## config.mk

```make
export PLATFORM = sky130hd
export DESIGN_NAME = crpm_top
export DESIGN_NICKNAME = d
export VERILOG_FILES = /design/src/rtl/crpm_pkg.sv /design/src/rtl/crpm_rst_if.sv /design/src/rtl/crpm_reset_collect.sv /design/src/rtl/crpm_top.sv
export SDC_FILE = /design/constraint.sdc
export NUM_CORES = 1
export LEC_CHECK = 0
export BUFFER_PORTS_ARGS = -buffer_cell sky130_fd_sc_hd__buf_2
export CORE_MARGIN = 4
export CORE_UTILIZATION = 50
export DETAILED_ROUTE_END_ITERATION = 10
export PLACE_DENSITY_LB_ADDON = 0.08
export SETUP_SLACK_MARGIN = 0.15
export SYNTH_ARGS = -nofsm -noshare
export SYNTH_HDL_FRONTEND = slang
export SYNTH_SLANG_ARGS = --single-unit
```

## constraint.sdc

```tcl
create_clock -name clk_sys -period 2.52 [get_ports clk_sys]
set_input_delay 0 -clock clk_sys [delete_from_list [all_inputs] [get_ports clk_sys]]
set_output_delay 0 -clock clk_sys [all_outputs]
set_load 0.05 [all_outputs]
```

## src/rtl/crpm_pkg.sv

```systemverilog
// crpm_pkg: constants, offsets and types of the clock, reset and power unit
// assumes a 25 MHz system clock and an 8-bit register port
package crpm_pkg;

	// ==================================================
	// clock and timing
	localparam int unsigned CLK_SYS_HZ    = 25_000_000;
	localparam int unsigned CLK_SYS_MHZ   = CLK_SYS_HZ / 1_000_000;
	// stop entry/exit latency with watchdog on a stopped autonomous clock
	localparam int unsigned STOP_LAT_NS   = 160;
	localparam int unsigned STOP_LAT_CYC  =
		(STOP_LAT_NS * CLK_SYS_MHZ + 999) / 1000;
	// least width of the internal reset pulse
	localparam int unsigned RST_HOLD_NS   = 640;
	localparam int unsigned RST_HOLD_CYC  =
		(RST_HOLD_NS * CLK_SYS_MHZ + 999) / 1000;
	// pll figures after reset: vco, post divider, bus clock
	localparam int unsigned VCO_RST_KHZ   = 50_000;
	localparam logic [4:0]  POSTDIV_RST   = 5'h03;
	localparam int unsigned BUS_RST_KHZ   =
		VCO_RST_KHZ / (int'(POSTDIV_RST) + 1) / 2;

	// ==================================================
	// register offsets
	localparam logic [3:0] OFS_CLKSEL  = 4'h0;
	localparam logic [3:0] OFS_OSC     = 4'h1;
	localparam logic [3:0] OFS_STATUS  = 4'h2;
	localparam logic [3:0] OFS_POSTDIV = 4'h3;
	localparam logic [3:0] OFS_TRIM    = 4'h4;
	localparam logic [3:0] OFS_DEBUG   = 4'h5;
	localparam logic [3:0] OFS_CAUSE   = 4'h6;

	// ==================================================
	// clock select register fields
	localparam int unsigned B_PLL_SEL   = 7;
	localparam int unsigned B_PSEUDO_STOP_ENABLE      = 6;
	localparam int unsigned B_STOP_DIS  = 5;
	localparam int unsigned B_WD_HIGH   = 4;
	localparam int unsigned B_PER_PSE   = 3;
	localparam int unsigned B_WD_PSE    = 2;
	localparam int unsigned B_PER_SEL   = 1;
	localparam int unsigned B_WD_LOW    = 0;
	localparam logic [7:0]  CLKSEL_RST  = 8'h80;
	// debug register fields
	localparam int unsigned B_DBG_STOP  = 7;
	localparam int unsigned B_DBG_MAX   = 6;
	localparam logic [7:0]  DEBUG_RST   = 8'h00;
	localparam logic [2:0]  WD_RATE_MAX = 3'h7;

	// ==================================================
	// encodings
	localparam logic [1:0] WD_SRC_IRC  = 2'h0;
	localparam logic [1:0] WD_SRC_OSC  = 2'h1;
	localparam logic [1:0] WD_SRC_ACLK = 2'h2;
	localparam logic [1:0] MODE_PEI    = 2'h0;
	localparam logic [1:0] MODE_PEE    = 2'h1;
	localparam logic [1:0] MODE_PBE    = 2'h2;
	localparam int unsigned NUM_RST_SRC = 6;

	typedef enum logic [2:0] {
		ST_RUN, ST_ENTER, ST_FULL, ST_PSEUDO, ST_EXIT
	} crpm_state_t;

endpackage

```

## src/rtl/crpm_rst_if.sv

```systemverilog
// crpm_rst_if: reset request and cause flags between collector and core
// assumes both ends run on the same system clock
`timescale 1ns/100ps
interface crpm_rst_if;
	logic       rst_req; // stretched system reset request
	logic [5:0] cause;   // sticky cause flags
	logic [5:0] clr;     // write-one-to-clear pulses
	modport collector (output rst_req, output cause, input clr);
	modport core      (input rst_req, input cause, output clr);
endinterface

```

## src/rtl/crpm_reset_collect.sv

```systemverilog
// crpm_reset_collect: gathers reset sources, stretches, keeps causes
// assumes all sources are synchronous levels, active high
`timescale 1ns/100ps
module crpm_reset_collect
	import crpm_pkg::*;
(
	// clock and reset
	input  wire logic clk_sys,
	input  wire logic rst,
	// reset sources
	input  wire logic [crpm_pkg::NUM_RST_SRC-1:0] src,
	// to the core
	crpm_rst_if.collector rif
);
	import crpm_pkg::*;

	// ==================================================
	// state
	typedef struct packed {
		logic [4:0] cnt;   // hold counter
		logic       req;   // request level
		logic [5:0] cause; // sticky flags
	} crpm_col_t;

	crpm_col_t s_q; // registered state
	crpm_col_t s_d; // next state

	// any source holds the request, then it lasts the least width
	always_comb begin
		s_d = s_q;
		if (|src) begin
			s_d.cnt = 5'(RST_HOLD_CYC - 1);
			s_d.req = 1'b1;
		end else if (s_q.cnt != 5'h00) begin
			s_d.cnt = s_q.cnt - 5'h01;
		end else begin
			s_d.req = 1'b0;
		end
		// set wins over clear so no event is lost
		s_d.cause = (s_q.cause & ~rif.clr) | src;
	end

	// register the state
	always_ff @(posedge clk_sys) begin
		if (rst) begin
			s_q <= '0;
		end else begin
			s_q <= s_d;
		end
	end

	assign rif.rst_req = s_q.req;
	assign rif.cause   = s_q.cause;

endmodule

```

## src/rtl/crpm_top.sv

```systemverilog
// crpm_top: clock source select, stop/pseudo-stop/debug sequencing
// and system reset collection for the controller core
// assumes synchronous inputs, stop_req and wake_req one-cycle pulses
//
// Function
// reset starts in pll mode, internal reference
// reset: 50MHz vco, post divider 3
// software waits oscillator up and lock
// software waits oscillator up, then deselects pll
// pll keeps running in bypass mode
// wait mode behaves exactly like run
// stop: pll, rc off, regulator reduced
// stop gates core, bus, debug clocks
// pseudo stop only with both enables set
// full stop disables crystal oscillator
// full stop, low select: counters halt
// full stop wake forces default clock selects
// autonomous watchdog clock stops if disabled
// latency on stop entry and exit
// full stop halts periodic counter always
// pseudo stop counters run from oscillator
// pseudo stop periodic counter needs enable
// pseudo stop keeps clock select bits
// software waits oscillator startup before pseudo
// debug stops counters, may force maximum timeout
// system reset from six sources
// trim loaded from factory value after reset
//
// Design decisions made here: the plain strobed port and the address map.
`timescale 1ns/100ps
module crpm_top
	import crpm_pkg::*;
(
	// clock and reset
	input  wire logic       clk_sys,
	input  wire logic       rst,
	// register port
	input  wire logic [3:0] reg_addr,
	input  wire logic [7:0] reg_wdata,
	input  wire logic       reg_we,
	input  wire logic       reg_re,
	output logic      [7:0] reg_rdata,
	// core events
	input  wire logic       stop_req,
	input  wire logic       wake_req,
	input  wire logic       debug_active,
	// clock source status
	input  wire logic       oscillator_up_flag,
	input  wire logic       pll_lock,
	input  wire logic [7:0] factory_trim,
	// reset sources
	input  wire logic       power_on_reset,
	input  wire logic       low_voltage_reset,
	input  wire logic       illegal_address,
	input  wire logic       watchdog_timeout,
	input  wire logic       clock_monitor_fail,
	input  wire logic       reset_pin_in_n,
	// clock source controls
	output logic            pll_enable,
	output logic            irc_enable,
	output logic            oscillator_run,
	output logic            regulator_reduced_mode,
	output logic            pll_ref_crystal,
	output logic            bus_src_pll,
	output logic      [4:0] post_divider,
	output logic      [7:0] internal_osc_trim,
	// clock gates
	output logic            core_clk_en,
	output logic            bus_clk_en,
	output logic            debug_clk_en,
	// counter clocking
	output logic            watchdog_clk_run,
	output logic      [1:0] watchdog_src,
	output logic            aclk_run,
	output logic      [2:0] watchdog_rate,
	output logic            periodic_clk_run,
	output logic            periodic_src_osc,
	// reset outputs
	output logic            system_reset,
	output logic            reset_pin_out,
	output logic            reset_pin_oe
);
	import crpm_pkg::*;

	// ==================================================
	// state record
	typedef struct packed {
		crpm_state_t st;        // power sequencer
		logic [2:0]  lat;       // latency counter
		logic        pseudo;    // chosen stop kind
		logic [7:0]  clk_ctl;   // clock select register
		logic        osc_en;    // oscillator enable
		logic [4:0]  postdiv;   // pll post divider
		logic [7:0]  trim;      // rc trim value
		logic        trim_pend; // factory load due
		logic [7:0]  dbg;       // debug control
		logic [7:0]  rdata;     // read data
		logic        pll_en;
		logic        irc_en;
		logic        osc_run;
		logic        reg_rpm;
		logic        ref_xtal;
		logic        src_pll;
		logic        core_en;
		logic        bus_en;
		logic        dbg_en;
		logic        wd_run;
		logic [1:0]  wd_src;
		logic        aclk;
		logic [2:0]  wd_rate;
		logic        per_run;
		logic        per_osc;
		logic        sysrst;
		logic        pin_oe;
	} crpm_core_t;

	crpm_core_t s_q; // registered state
	crpm_core_t s_d; // next state

	// reset value of the whole record
	function automatic crpm_core_t rst_val();
		crpm_core_t v;
		v           = '0;
		v.st        = ST_RUN;
		v.clk_ctl   = CLKSEL_RST;
		v.postdiv   = POSTDIV_RST;
		v.dbg       = DEBUG_RST;
		v.trim_pend = 1'b1;
		v.pll_en    = 1'b1;
		v.irc_en    = 1'b1;
		v.src_pll   = 1'b1;
		v.core_en   = 1'b1;
		v.bus_en    = 1'b1;
		v.dbg_en    = 1'b1;
		v.wd_run    = 1'b1;
		v.per_run   = 1'b1;
		return v;
	endfunction

	// ==================================================
	// reset collection
	crpm_rst_if rif (); // link to the collector
	logic [NUM_RST_SRC-1:0] rst_src;

	// own drive of the pin must not be seen as an outside reset
	assign rst_src = {!reset_pin_in_n && !s_q.pin_oe, clock_monitor_fail,
		watchdog_timeout, illegal_address, low_voltage_reset,
		power_on_reset};

	crpm_reset_collect u_collect (
		.clk_sys (clk_sys),
		.rst     (rst),
		.src     (rst_src),
		.rif     (rif)
	);

	// ==================================================
	// next state
	logic need_lat; // watchdog on a clock that stop will halt
	logic stopped;  // in full or pseudo stop
	logic full;     // in full stop
	logic psd;      // in pseudo stop
	logic dbg_halt; // debug freezes the counters
	logic [1:0] clk_mode;

	always_comb begin
		s_d      = s_q;
		rif.clr  = '0;
		need_lat = s_q.clk_ctl[B_WD_HIGH] && s_q.clk_ctl[B_STOP_DIS];
		// clock mode as seen by software
		if (!s_q.clk_ctl[B_PLL_SEL]) begin
			clk_mode = MODE_PBE;
		end else if (s_q.osc_en) begin
			clk_mode = MODE_PEE;
		end else begin
			clk_mode = MODE_PEI;
		end

		// factory trim comes first so a write the same cycle wins
		if (s_q.trim_pend) begin
			s_d.trim      = factory_trim;
			s_d.trim_pend = 1'b0;
		end

		// read port: data stand one cycle, zero otherwise
		s_d.rdata = 8'h00;
		if (reg_re) begin
			case (reg_addr)
				OFS_CLKSEL:  s_d.rdata = s_q.clk_ctl;
				OFS_OSC:     s_d.rdata = {7'h00, s_q.osc_en};
				OFS_STATUS:  s_d.rdata = {1'b0, clk_mode, s_q.st,
					pll_lock, oscillator_up_flag};
				OFS_POSTDIV: s_d.rdata = {3'h0, s_q.postdiv};
				OFS_TRIM:    s_d.rdata = s_q.trim;
				OFS_DEBUG:   s_d.rdata = s_q.dbg;
				OFS_CAUSE:   s_d.rdata = {2'h0, rif.cause};
				default:     s_d.rdata = 8'h00;
			endcase
		end

		// write port
		if (reg_we) begin
			case (reg_addr)
				OFS_CLKSEL:  s_d.clk_ctl = reg_wdata;
				OFS_OSC:     s_d.osc_en  = reg_wdata[0];
				OFS_POSTDIV: s_d.postdiv = reg_wdata[4:0];
				OFS_TRIM: begin
					s_d.trim      = reg_wdata;
					s_d.trim_pend = 1'b0;
				end
				OFS_DEBUG:   s_d.dbg     = reg_wdata;
				OFS_CAUSE:   rif.clr     = reg_wdata[5:0];
				default: ;  // unmapped: ignored
			endcase
		end

		// power sequencer; wait mode never leaves run
		case (s_q.st)
			ST_RUN: begin
				if (stop_req) begin
					// kind is fixed at entry
					s_d.pseudo = s_q.clk_ctl[B_PSEUDO_STOP_ENABLE] && s_q.osc_en;
					if (need_lat) begin
						s_d.st  = ST_ENTER;
						s_d.lat = 3'(STOP_LAT_CYC - 1);
					end else begin
						s_d.st = s_d.pseudo ? ST_PSEUDO : ST_FULL;
					end
				end
			end
			ST_ENTER: begin
				if (s_q.lat == 3'h0) begin
					s_d.st = s_q.pseudo ? ST_PSEUDO : ST_FULL;
				end else begin
					s_d.lat = s_q.lat - 3'h1;
				end
			end
			ST_FULL, ST_PSEUDO: begin
				if (wake_req) begin
					// pseudo stop leaves the selects alone
					if (s_q.st == ST_FULL) begin
						s_d.clk_ctl[B_PLL_SEL] = 1'b1;
						s_d.clk_ctl[B_WD_LOW]  = 1'b0;
						s_d.clk_ctl[B_PER_SEL] = 1'b0;
					end
					if (need_lat) begin
						s_d.st  = ST_EXIT;
						s_d.lat = 3'(STOP_LAT_CYC - 1);
					end else begin
						s_d.st = ST_RUN;
					end
				end
			end
			ST_EXIT: begin
				if (s_q.lat == 3'h0) begin
					s_d.st = ST_RUN;
				end else begin
					s_d.lat = s_q.lat - 3'h1;
				end
			end
			default: s_d.st = ST_RUN;
		endcase

		// system reset puts all control back to defaults
		if (rif.rst_req) begin
			s_d = rst_val();
		end

		// ------------------------------------------------
		// outputs from the next state; exit latency keeps the stop on
		full     = s_d.st == ST_FULL || (s_d.st == ST_EXIT && !s_d.pseudo);
		psd      = s_d.st == ST_PSEUDO || (s_d.st == ST_EXIT && s_d.pseudo);
		stopped  = full || psd;
		dbg_halt = debug_active && s_d.dbg[B_DBG_STOP];

		// pll runs in every run mode, bypass included
		s_d.pll_en  = !stopped;
		s_d.irc_en  = !stopped;
		s_d.reg_rpm = stopped;
		s_d.core_en = !stopped;
		s_d.bus_en  = !stopped;
		s_d.dbg_en  = !stopped;
		s_d.osc_run = s_d.osc_en && !full;
		// crystal becomes reference only once it is up
		s_d.ref_xtal = s_d.osc_en && oscillator_up_flag;
		// never switch to a crystal that is not running yet
		s_d.src_pll = s_d.clk_ctl[B_PLL_SEL] || !oscillator_up_flag;
		s_d.aclk = s_d.clk_ctl[B_WD_HIGH] &&
			!(stopped && s_d.clk_ctl[B_STOP_DIS]);

		// counter clocking per mode
		if (full) begin
			s_d.wd_run  = s_d.aclk;
			s_d.per_run = 1'b0;
			s_d.per_osc = s_d.clk_ctl[B_PER_SEL];
		end else if (psd) begin
			s_d.per_osc = 1'b1;
			if (s_d.clk_ctl[B_WD_HIGH]) begin
				s_d.wd_run  = s_d.aclk;
				s_d.per_run = s_d.clk_ctl[B_PER_PSE];
			end else begin
				s_d.wd_run  = s_d.clk_ctl[B_WD_PSE] &&
					s_d.clk_ctl[B_PER_PSE];
				s_d.per_run = s_d.wd_run;
			end
		end else begin
			s_d.wd_run  = !dbg_halt;
			s_d.per_run = !dbg_halt;
			s_d.per_osc = s_d.clk_ctl[B_PER_SEL];
		end

		// watchdog clock source
		if (s_d.clk_ctl[B_WD_HIGH]) begin
			s_d.wd_src = WD_SRC_ACLK;
		end else if (psd || s_d.clk_ctl[B_WD_LOW]) begin
			s_d.wd_src = WD_SRC_OSC;
		end else begin
			s_d.wd_src = WD_SRC_IRC;
		end

		// debug may push the watchdog to its longest period
		s_d.wd_rate = (debug_active && s_d.dbg[B_DBG_MAX]) ?
			WD_RATE_MAX : s_d.dbg[2:0];
		s_d.sysrst = rif.rst_req;
		s_d.pin_oe = rif.rst_req;
	end

	// ==================================================
	// register the record
	always_ff @(posedge clk_sys) begin
		if (rst) begin
			s_q <= rst_val();
		end else begin
			s_q <= s_d;
		end
	end

	// ==================================================
	// outputs, all straight from flops but reset_pin_out, tied low
	assign reg_rdata              = s_q.rdata;
	assign pll_enable             = s_q.pll_en;
	assign irc_enable             = s_q.irc_en;
	assign oscillator_run         = s_q.osc_run;
	assign regulator_reduced_mode = s_q.reg_rpm;
	assign pll_ref_crystal        = s_q.ref_xtal;
	assign bus_src_pll            = s_q.src_pll;
	assign post_divider           = s_q.postdiv;
	assign internal_osc_trim      = s_q.trim;
	assign core_clk_en            = s_q.core_en;
	assign bus_clk_en             = s_q.bus_en;
	assign debug_clk_en           = s_q.dbg_en;
	assign watchdog_clk_run       = s_q.wd_run;
	assign watchdog_src           = s_q.wd_src;
	assign aclk_run               = s_q.aclk;
	assign watchdog_rate          = s_q.wd_rate;
	assign periodic_clk_run       = s_q.per_run;
	assign periodic_src_osc       = s_q.per_osc;
	assign system_reset           = s_q.sysrst;
	assign reset_pin_out          = 1'b0; // open drain: only pulls low
	assign reset_pin_oe           = s_q.pin_oe;

	// ==================================================
	// assertions
	property p_rst_defaults;
		@(posedge clk_sys) disable iff (rst)
		system_reset |-> bus_src_pll && !pll_ref_crystal
			&& s_q.clk_ctl == CLKSEL_RST;
	endproperty
	a_rst_defaults: assert property (p_rst_defaults)
		else $error("reset did not select pll internal mode");

	property p_postdiv;
		@(posedge clk_sys) disable iff (rst)
		$fell(system_reset) |-> post_divider == 5'h03;
	endproperty
	a_postdiv: assert property (p_postdiv)
		else $error("post divider not 3 after reset");

	property p_stop_power;
		@(posedge clk_sys) disable iff (rst)
		(s_q.st == ST_FULL || s_q.st == ST_PSEUDO) |->
			!pll_enable && !irc_enable && regulator_reduced_mode;
	endproperty
	a_stop_power: assert property (p_stop_power)
		else $error("stop left pll, rc or full regulator on");

	property p_stop_gate;
		@(posedge clk_sys) disable iff (rst)
		$rose(s_q.st == ST_FULL || s_q.st == ST_PSEUDO) |->
			!core_clk_en && !bus_clk_en && !debug_clk_en;
	endproperty
	a_stop_gate: assert property (p_stop_gate)
		else $error("clocks not gated in stop");

	property p_pseudo_cond;
		@(posedge clk_sys) disable iff (rst)
		(s_q.st == ST_RUN && stop_req && !need_lat && !rif.rst_req) |=>
			(s_q.st == ST_PSEUDO) == ($past(s_q.clk_ctl[B_PSEUDO_STOP_ENABLE])
			&& $past(s_q.osc_en));
	endproperty
	a_pseudo_cond: assert property (p_pseudo_cond)
		else $error("wrong stop kind chosen");

	property p_full_halt;
		@(posedge clk_sys) disable iff (rst)
		s_q.st == ST_FULL |-> !oscillator_run && !periodic_clk_run
			&& (watchdog_clk_run == aclk_run);
	endproperty
	a_full_halt: assert property (p_full_halt)
		else $error("full stop left oscillator or counters on");

	property p_full_wake;
		@(posedge clk_sys) disable iff (rst)
		($past(s_q.st) == ST_FULL && s_q.st != ST_FULL) |->
			s_q.clk_ctl[B_PLL_SEL] && !s_q.clk_ctl[B_WD_LOW]
			&& !s_q.clk_ctl[B_PER_SEL];
	endproperty
	a_full_wake: assert property (p_full_wake)
		else $error("full stop wake kept custom clock selects");

	property p_latency;
		@(posedge clk_sys) disable iff (rst)
		(s_q.st == ST_RUN && stop_req && need_lat && !rif.rst_req
			&& !(|rst_src)) |=>
			(s_q.st == ST_ENTER && core_clk_en) [*4] ##1
			(s_q.st == ST_FULL || s_q.st == ST_PSEUDO);
	endproperty
	a_latency: assert property (p_latency)
		else $error("stop entry latency wrong");

	property p_debug_freeze;
		@(posedge clk_sys) disable iff (rst)
		(s_q.st == ST_RUN && !stop_req && debug_active
			&& s_q.dbg[B_DBG_STOP] && !rif.rst_req && !reg_we) |=>
			!watchdog_clk_run && !periodic_clk_run;
	endproperty
	a_debug_freeze: assert property (p_debug_freeze)
		else $error("counters ran in debug freeze");

endmodule

```

Word level (Yosys, flattened, before mapping)
Cells that the tools add are included.
- register bits: 73
- input port bits: 35
- add/subtract/negate cells: 2
- equal/unequal tests: 17
- mux-type cells: 45
- bitwise operators: 4
- reduce and logical (&&, ||, !) cells: 42
- operator list (operator ; number):
    $mux W66 ; 1
    $pmux W8 S7 ; 1
    $mux W31 ; 1
    $mux W8 ; 3
    $mux W3 ; 6
    $mux W6 ; 3
    $mux W9 ; 2
    $mux W2 ; 8
    $mux W1 ; 14
    $eq A3 B2 Y1 const B ; 4
    $eq A4 B3 Y1 const B ; 3
    $logic_and A1 B1 Y1 ; 12
    $pmux W3 S4 ; 1
    $mux W5 ; 2
    $pmux W3 S3 ; 1
    $eq A4 B2 Y1 const B ; 2
    $logic_not A1 Y1 ; 8
    $reduce_or A2 Y1 ; 4
    $mux W7 ; 1
    $reduce_or A7 Y1 ; 1
    $and A6 B6 Y6 ; 1
    $eq A3 B3 Y1 const B ; 2
    $logic_not A3 Y1 ; 2
    $ne A2 B2 Y1 const B ; 3
    other kinds (18) ; 24

Logic depth before layout (Yosys ltp)
- word-level depth: 17
- gate-level depth with buffers: 7
- depth with buffers taken out: 7

By module
Synthesis repeated with hierarchy kept, for this count alone.
- cells, all modules: 411
- area, all modules: 3624.7 µm²
- by module, submodules not included (module ; instances ; cells an instance ; area each (µm²) ; sequential area each (µm²)):
    crpm_top ; 1 ; 350 ; 3051.7 ; 1201.2
    crpm_reset_collect ; 1 ; 61 ; 573.0 ; 240.2

Worst setup path before layout
OpenSTA, ideal clock, no wires.
- path type: register to register
- from: reg s_q[60] (netlist bit)
- to: reg s_q, in the netlist watchdog_clk_run
- arrival time: 1698 ps
- required time: 2425 ps
- setup slack: 726 ps
- stages on the path, launching flop included: 8
- path buffers: 0
- cells stage by stage: dfxtp_1 -> inv_1 -> ha_1 -> nor2b_1 -> o31ai_1 -> o311ai_1 -> or4b_1 -> o311ai_1
- cells in the longest elaborated chain, start to end: 14
- ends and longest elaborated chain (element ; RTL line ; source):
    from (decl) ; crpm_top.sv:117 ; crpm_core_t s_q;
    from (signal assigned) ; crpm_top.sv:332 ; s_q <= rst_val();
    $logic_not A3 Y1 * ; crpm_top.sv:232, crpm_top.sv:255 ;
    $mux W3 (on tied branches) ; crpm_top.sv:255, crpm_top.sv:232 ;
    $pmux W3 S4 * ; crpm_top.sv:218 ; case (s_q.st)
    $mux W66 * ; crpm_top.sv:265 ; if (rif.rst_req) begin
    $eq A3 B3 Y1 ; crpm_top.sv:271, crpm_top.sv:272 ;
    $logic_and A1 B1 Y1 (on tied branches) ; crpm_top.sv:271, crpm_top.sv:272 ;
    $logic_or A1 B1 Y1 (on tied branches) ; crpm_top.sv:271, crpm_top.sv:272 ;
    $logic_or A1 B1 Y1 ; crpm_top.sv:273 ; stopped = full || psd;
    $logic_and A1 B1 Y1 ; crpm_top.sv:289 ; !(stopped && s_d.clk_ctl[B_STOP_DIS]);
    $logic_not A1 Y1 ; crpm_top.sv:289 ;
    $logic_and A1 B1 Y1 ; crpm_top.sv:288 ; s_d.aclk = s_d.clk_ctl[B_WD_HIGH] &&
    $mux W1 ; crpm_top.sv:298 ; if (s_d.clk_ctl[B_WD_HIGH]) begin
    $mux W1 ; crpm_top.sv:296 ; end else if (psd) begin
    $mux W1 * ; crpm_top.sv:292 ; if (full) begin
Mark *: on every way between the ends. The rest lies on a longest branch, timed or not.
A chain may end at the register's enable or synchronous reset.

Final worst setup path
- from: reg s_q[63] (netlist bit)
- to: reg s_q, in the netlist watchdog_clk_run
- cells in the longest elaborated chain, start to end: 14
- ends and longest elaborated chain (element ; RTL line):
    $eq A3 B2 Y1 ; crpm_top.sv:218
    $reduce_or A2 Y1 ; crpm_top.sv:218
    $pmux W3 S4 ; crpm_top.sv:218
    $mux W66 * ; crpm_top.sv:265
    $eq A3 B3 Y1 ; crpm_top.sv:271, crpm_top.sv:272
    $logic_and A1 B1 Y1 (on tied branches) ; crpm_top.sv:271, crpm_top.sv:272
    $logic_or A1 B1 Y1 (on tied branches) ; crpm_top.sv:271, crpm_top.sv:272
    $logic_or A1 B1 Y1 ; crpm_top.sv:273
    $logic_and A1 B1 Y1 ; crpm_top.sv:289
    $logic_not A1 Y1 ; crpm_top.sv:289
    $logic_and A1 B1 Y1 ; crpm_top.sv:288
    $mux W1 ; crpm_top.sv:298
    $mux W1 ; crpm_top.sv:296
    $mux W1 * ; crpm_top.sv:292
Mark *: on every way between the ends. The rest lies on a longest branch, timed or not. The select of a mux whose other input is x is not followed.

==> results.md <==
- Status: complete, no violations
- Most common cell after layout, fill and taps aside: buf_2
- Hold slack: between 0.003 and 0.004 ns
- Row count: 30
- Post-Route WL: a little over 9000 um
- Async SR Flop Fraction: 0
- Leak: about 0.0018 uW
- Fillers: 602
- Crit path DAT: between 2 and 2.5 ns
- Final cell area excluding filler cells: just over 4000 um^2
- Tmin final: about 2.0 ns
- IO Pins: 77
- Multi-input gate area: about 1700 um^2
- Largest net degree at the start of global routing: 18
- Clock sinks: 72
- Post-DP Area: about 3700 um^2
- Number of enable flip-flop cells after synthesis: 0
- Final Core Density: 0.610
- Max-slew violation count: 0
- Final count of negative-setup-slack endpoints: 0
- Worst Tran Pin Value: about 0.67 ns
- Final period util: 0.806
- Seq/Total Area, Yosys: 0.410
- DIE AREA: approximately 8400 um^2
- Synth unique cells: 64
- Vias in the first global route: ~2900
- Syn Area/Cell: just over 9 um^2
- Power Density: 590 nW/um^2
- Final net count: around 490
- Maxcap violations: 0
- Grt met2 use: 0.330
- Area delta synth->final: 18.0%
- Setup repair bufs after CTS: 0
- Share of post-route cells with drive strength above 1: 0.252
- Total chip power: ~2400 uW
- Die height: a little over 90 um
- Reg area: approximately 1400 um^2
- GR Overflow Total: 0
- Global route hottest layer: met2
- Hold Crit Depth: 3
- Detailed-router iteration count before antenna repair: 5
- Synth area leader: dfxtp_1
- Wire per inst: between 15 and 20 um
- H-tree depth: 3
- VDD IR max: between 0.0003 and 0.0004 V
- Post-synth top flop: dfxtp_1
- Clk_lat worst skew: between 0.3 and 0.4 ns
- Largest cells by area after synthesis: dfxtp_1 (41%), buf_4 (7.1%), mux2i_1 (6.3%), a21oi_1 (4.3%), nor2_1 (3.7%)
- Netlist Area Pre-Place: around 3500 um^2
- Grt met1 use: 0.307
- R2R depth: 5
- Cts repair resizes: 0
- Clock Tree Buf Depth: 2
- Worst-path clk slew: approximately 0.07 ns
- Initial Utilization: 0.517
- Worst hold path class: primary input to flop
- Root buffer cell: clkbuf_8
- First-pass GRT wire length: about 15000 um
- F_max: 492 MHz
- CP Launch Type: flop
- Count of mapped cells out of synthesis: approximately 390
- DRC viols: 0
- CP Max Fanout: 12
- Synth top area share: 0.410
- Routed Antenna Nets: 0
- I/O Buffers: 75
- N_diodes: 0
- Vias post-DR: slightly above 3000
- Die width: approximately 90 um
- Syn. warnings: 0
- Post-DP HPWL: ~6500 um
- Final GP Congestion: between 0.8 and 0.9
- Initial antenna violation count: 0
- GR Util All Layers: 0.219
- Met3 Usage GRT: 0.0435
- Syn Nets: around 430
- Hold Vio Cnt, Final: 0
- Crit Path Category: flop to flop
- Setup TNS: 0 ns
- Crit end category: flop
- RSZ-0062 raised after global routing: false
- Skew final: 0.00937 ns
- Inserted Clock Buffers: 9
- Worst rel slew slack: 0.551
- Drt initial violations: approximately 180
- DR vias/cell: roughly 5.5
- Seq cells post-synth: just over 70
- CTS tree: yes
- Most frequent cells in the layout: buf_2 (75), dfxtp_1 (72), nor2_1 (35)
- Core box area: around 6800 um^2
- Worst Path Required: 2.76 ns
critical path, cell delays in order, from the launching register on:
cell and delay (ns):
dfxtp_1 0.59, nor4bb_1 0.35, a211o_1 0.22, o311ai_1 0.16, or4b_1 0.50, o311ai_1 0.11
cells by family after synthesis:
group	share of synthesized area
AOI/OAI and AO/OA	0.166
adders and majority gates	0.0143
DFF	0.410
muxes	0.0891
other	0.00107
and+or+nand+nor	0.203
xor gates and xnor gates	0.00748
buffers and inverters	0.109
per-layer routing:
metal,vias up,share of wire
li1,1464,-
met3,20,0.056
met5,-,0
met1,1427,0.47
met2,107,0.45
met4,0,0.024
state kept, by name (all words and copies together) (netlist names), 3 cells and up:
signal,flops
u_collect.rif.cause,6
watchdog_rate,3
reg_rdata,8
post_divider,5
u_collect.s_q,5
internal_osc_trim,8
s_q,25
where the power goes:
group / switching, uW / internal (uW) / leakage [uW]
combinational: 177 / 108 / 0.00107
clock: 430 / 538 / 0.000109
sequential: 26.5 / 1160 / 0.000587
worst paths after layout:
path                                startpoint                         endpoint  slack, ns
setup / recovery            s_q[63]$_SDFF_PP0_      watchdog_clk_run$_SDFF_PP1_       0.49
hold reg to reg   post_divider[4]$_SDFFE_PP0P_     post_divider[4]$_SDFFE_PP0P_       0.48
setup reg to reg            s_q[63]$_SDFF_PP0_      watchdog_clk_run$_SDFF_PP1_       0.49
hold / removal                 factory_trim[2]  internal_osc_trim[2]$_SDFF_PP0_      0.003
cells in the mapped netlist, drive strengths merged (7+ instances only):
library cell and instances:
a211oi 9, inv 10, nand2 29, a21oi 30
mux2i 23, a22oi 9, dfxtp 72, clkbuf 8
buf 46, nand3 11, mux2 7, o21ai 9
nor2 36
layout make-up:
cell class | instances | share of cell area
multi-input cells | 251 | 0.408
flip-flops and latches | 72 | 0.348
repair buffers | 103 | 0.154
clock buffers | 12 | 0.0399
well taps | 96 | 0.0290
clock inverters | 4 | 0.0124
inverters | 10 | 0.00906
repair_timing:
action	CTS	global route
endpoints found under the setup margin	0	0
hold buffers	21	0
hold endpoints to repair	24	0
per-stage QoR:
| stage | instances | worst slack (ns) |
|---|---|---|
| 4_1_cts | 548 | 0.534 |
| 6_report | 548 | 0.488 |
| 2_1_floorplan | 387 | 0.726 |
| 3_5_place_dp | 511 | 0.560 |
| 3_3_place_gp | 511 | 0.610 |
| 5_1_grt | 548 | 0.323 |
Power figures use the tool's default switching activity.
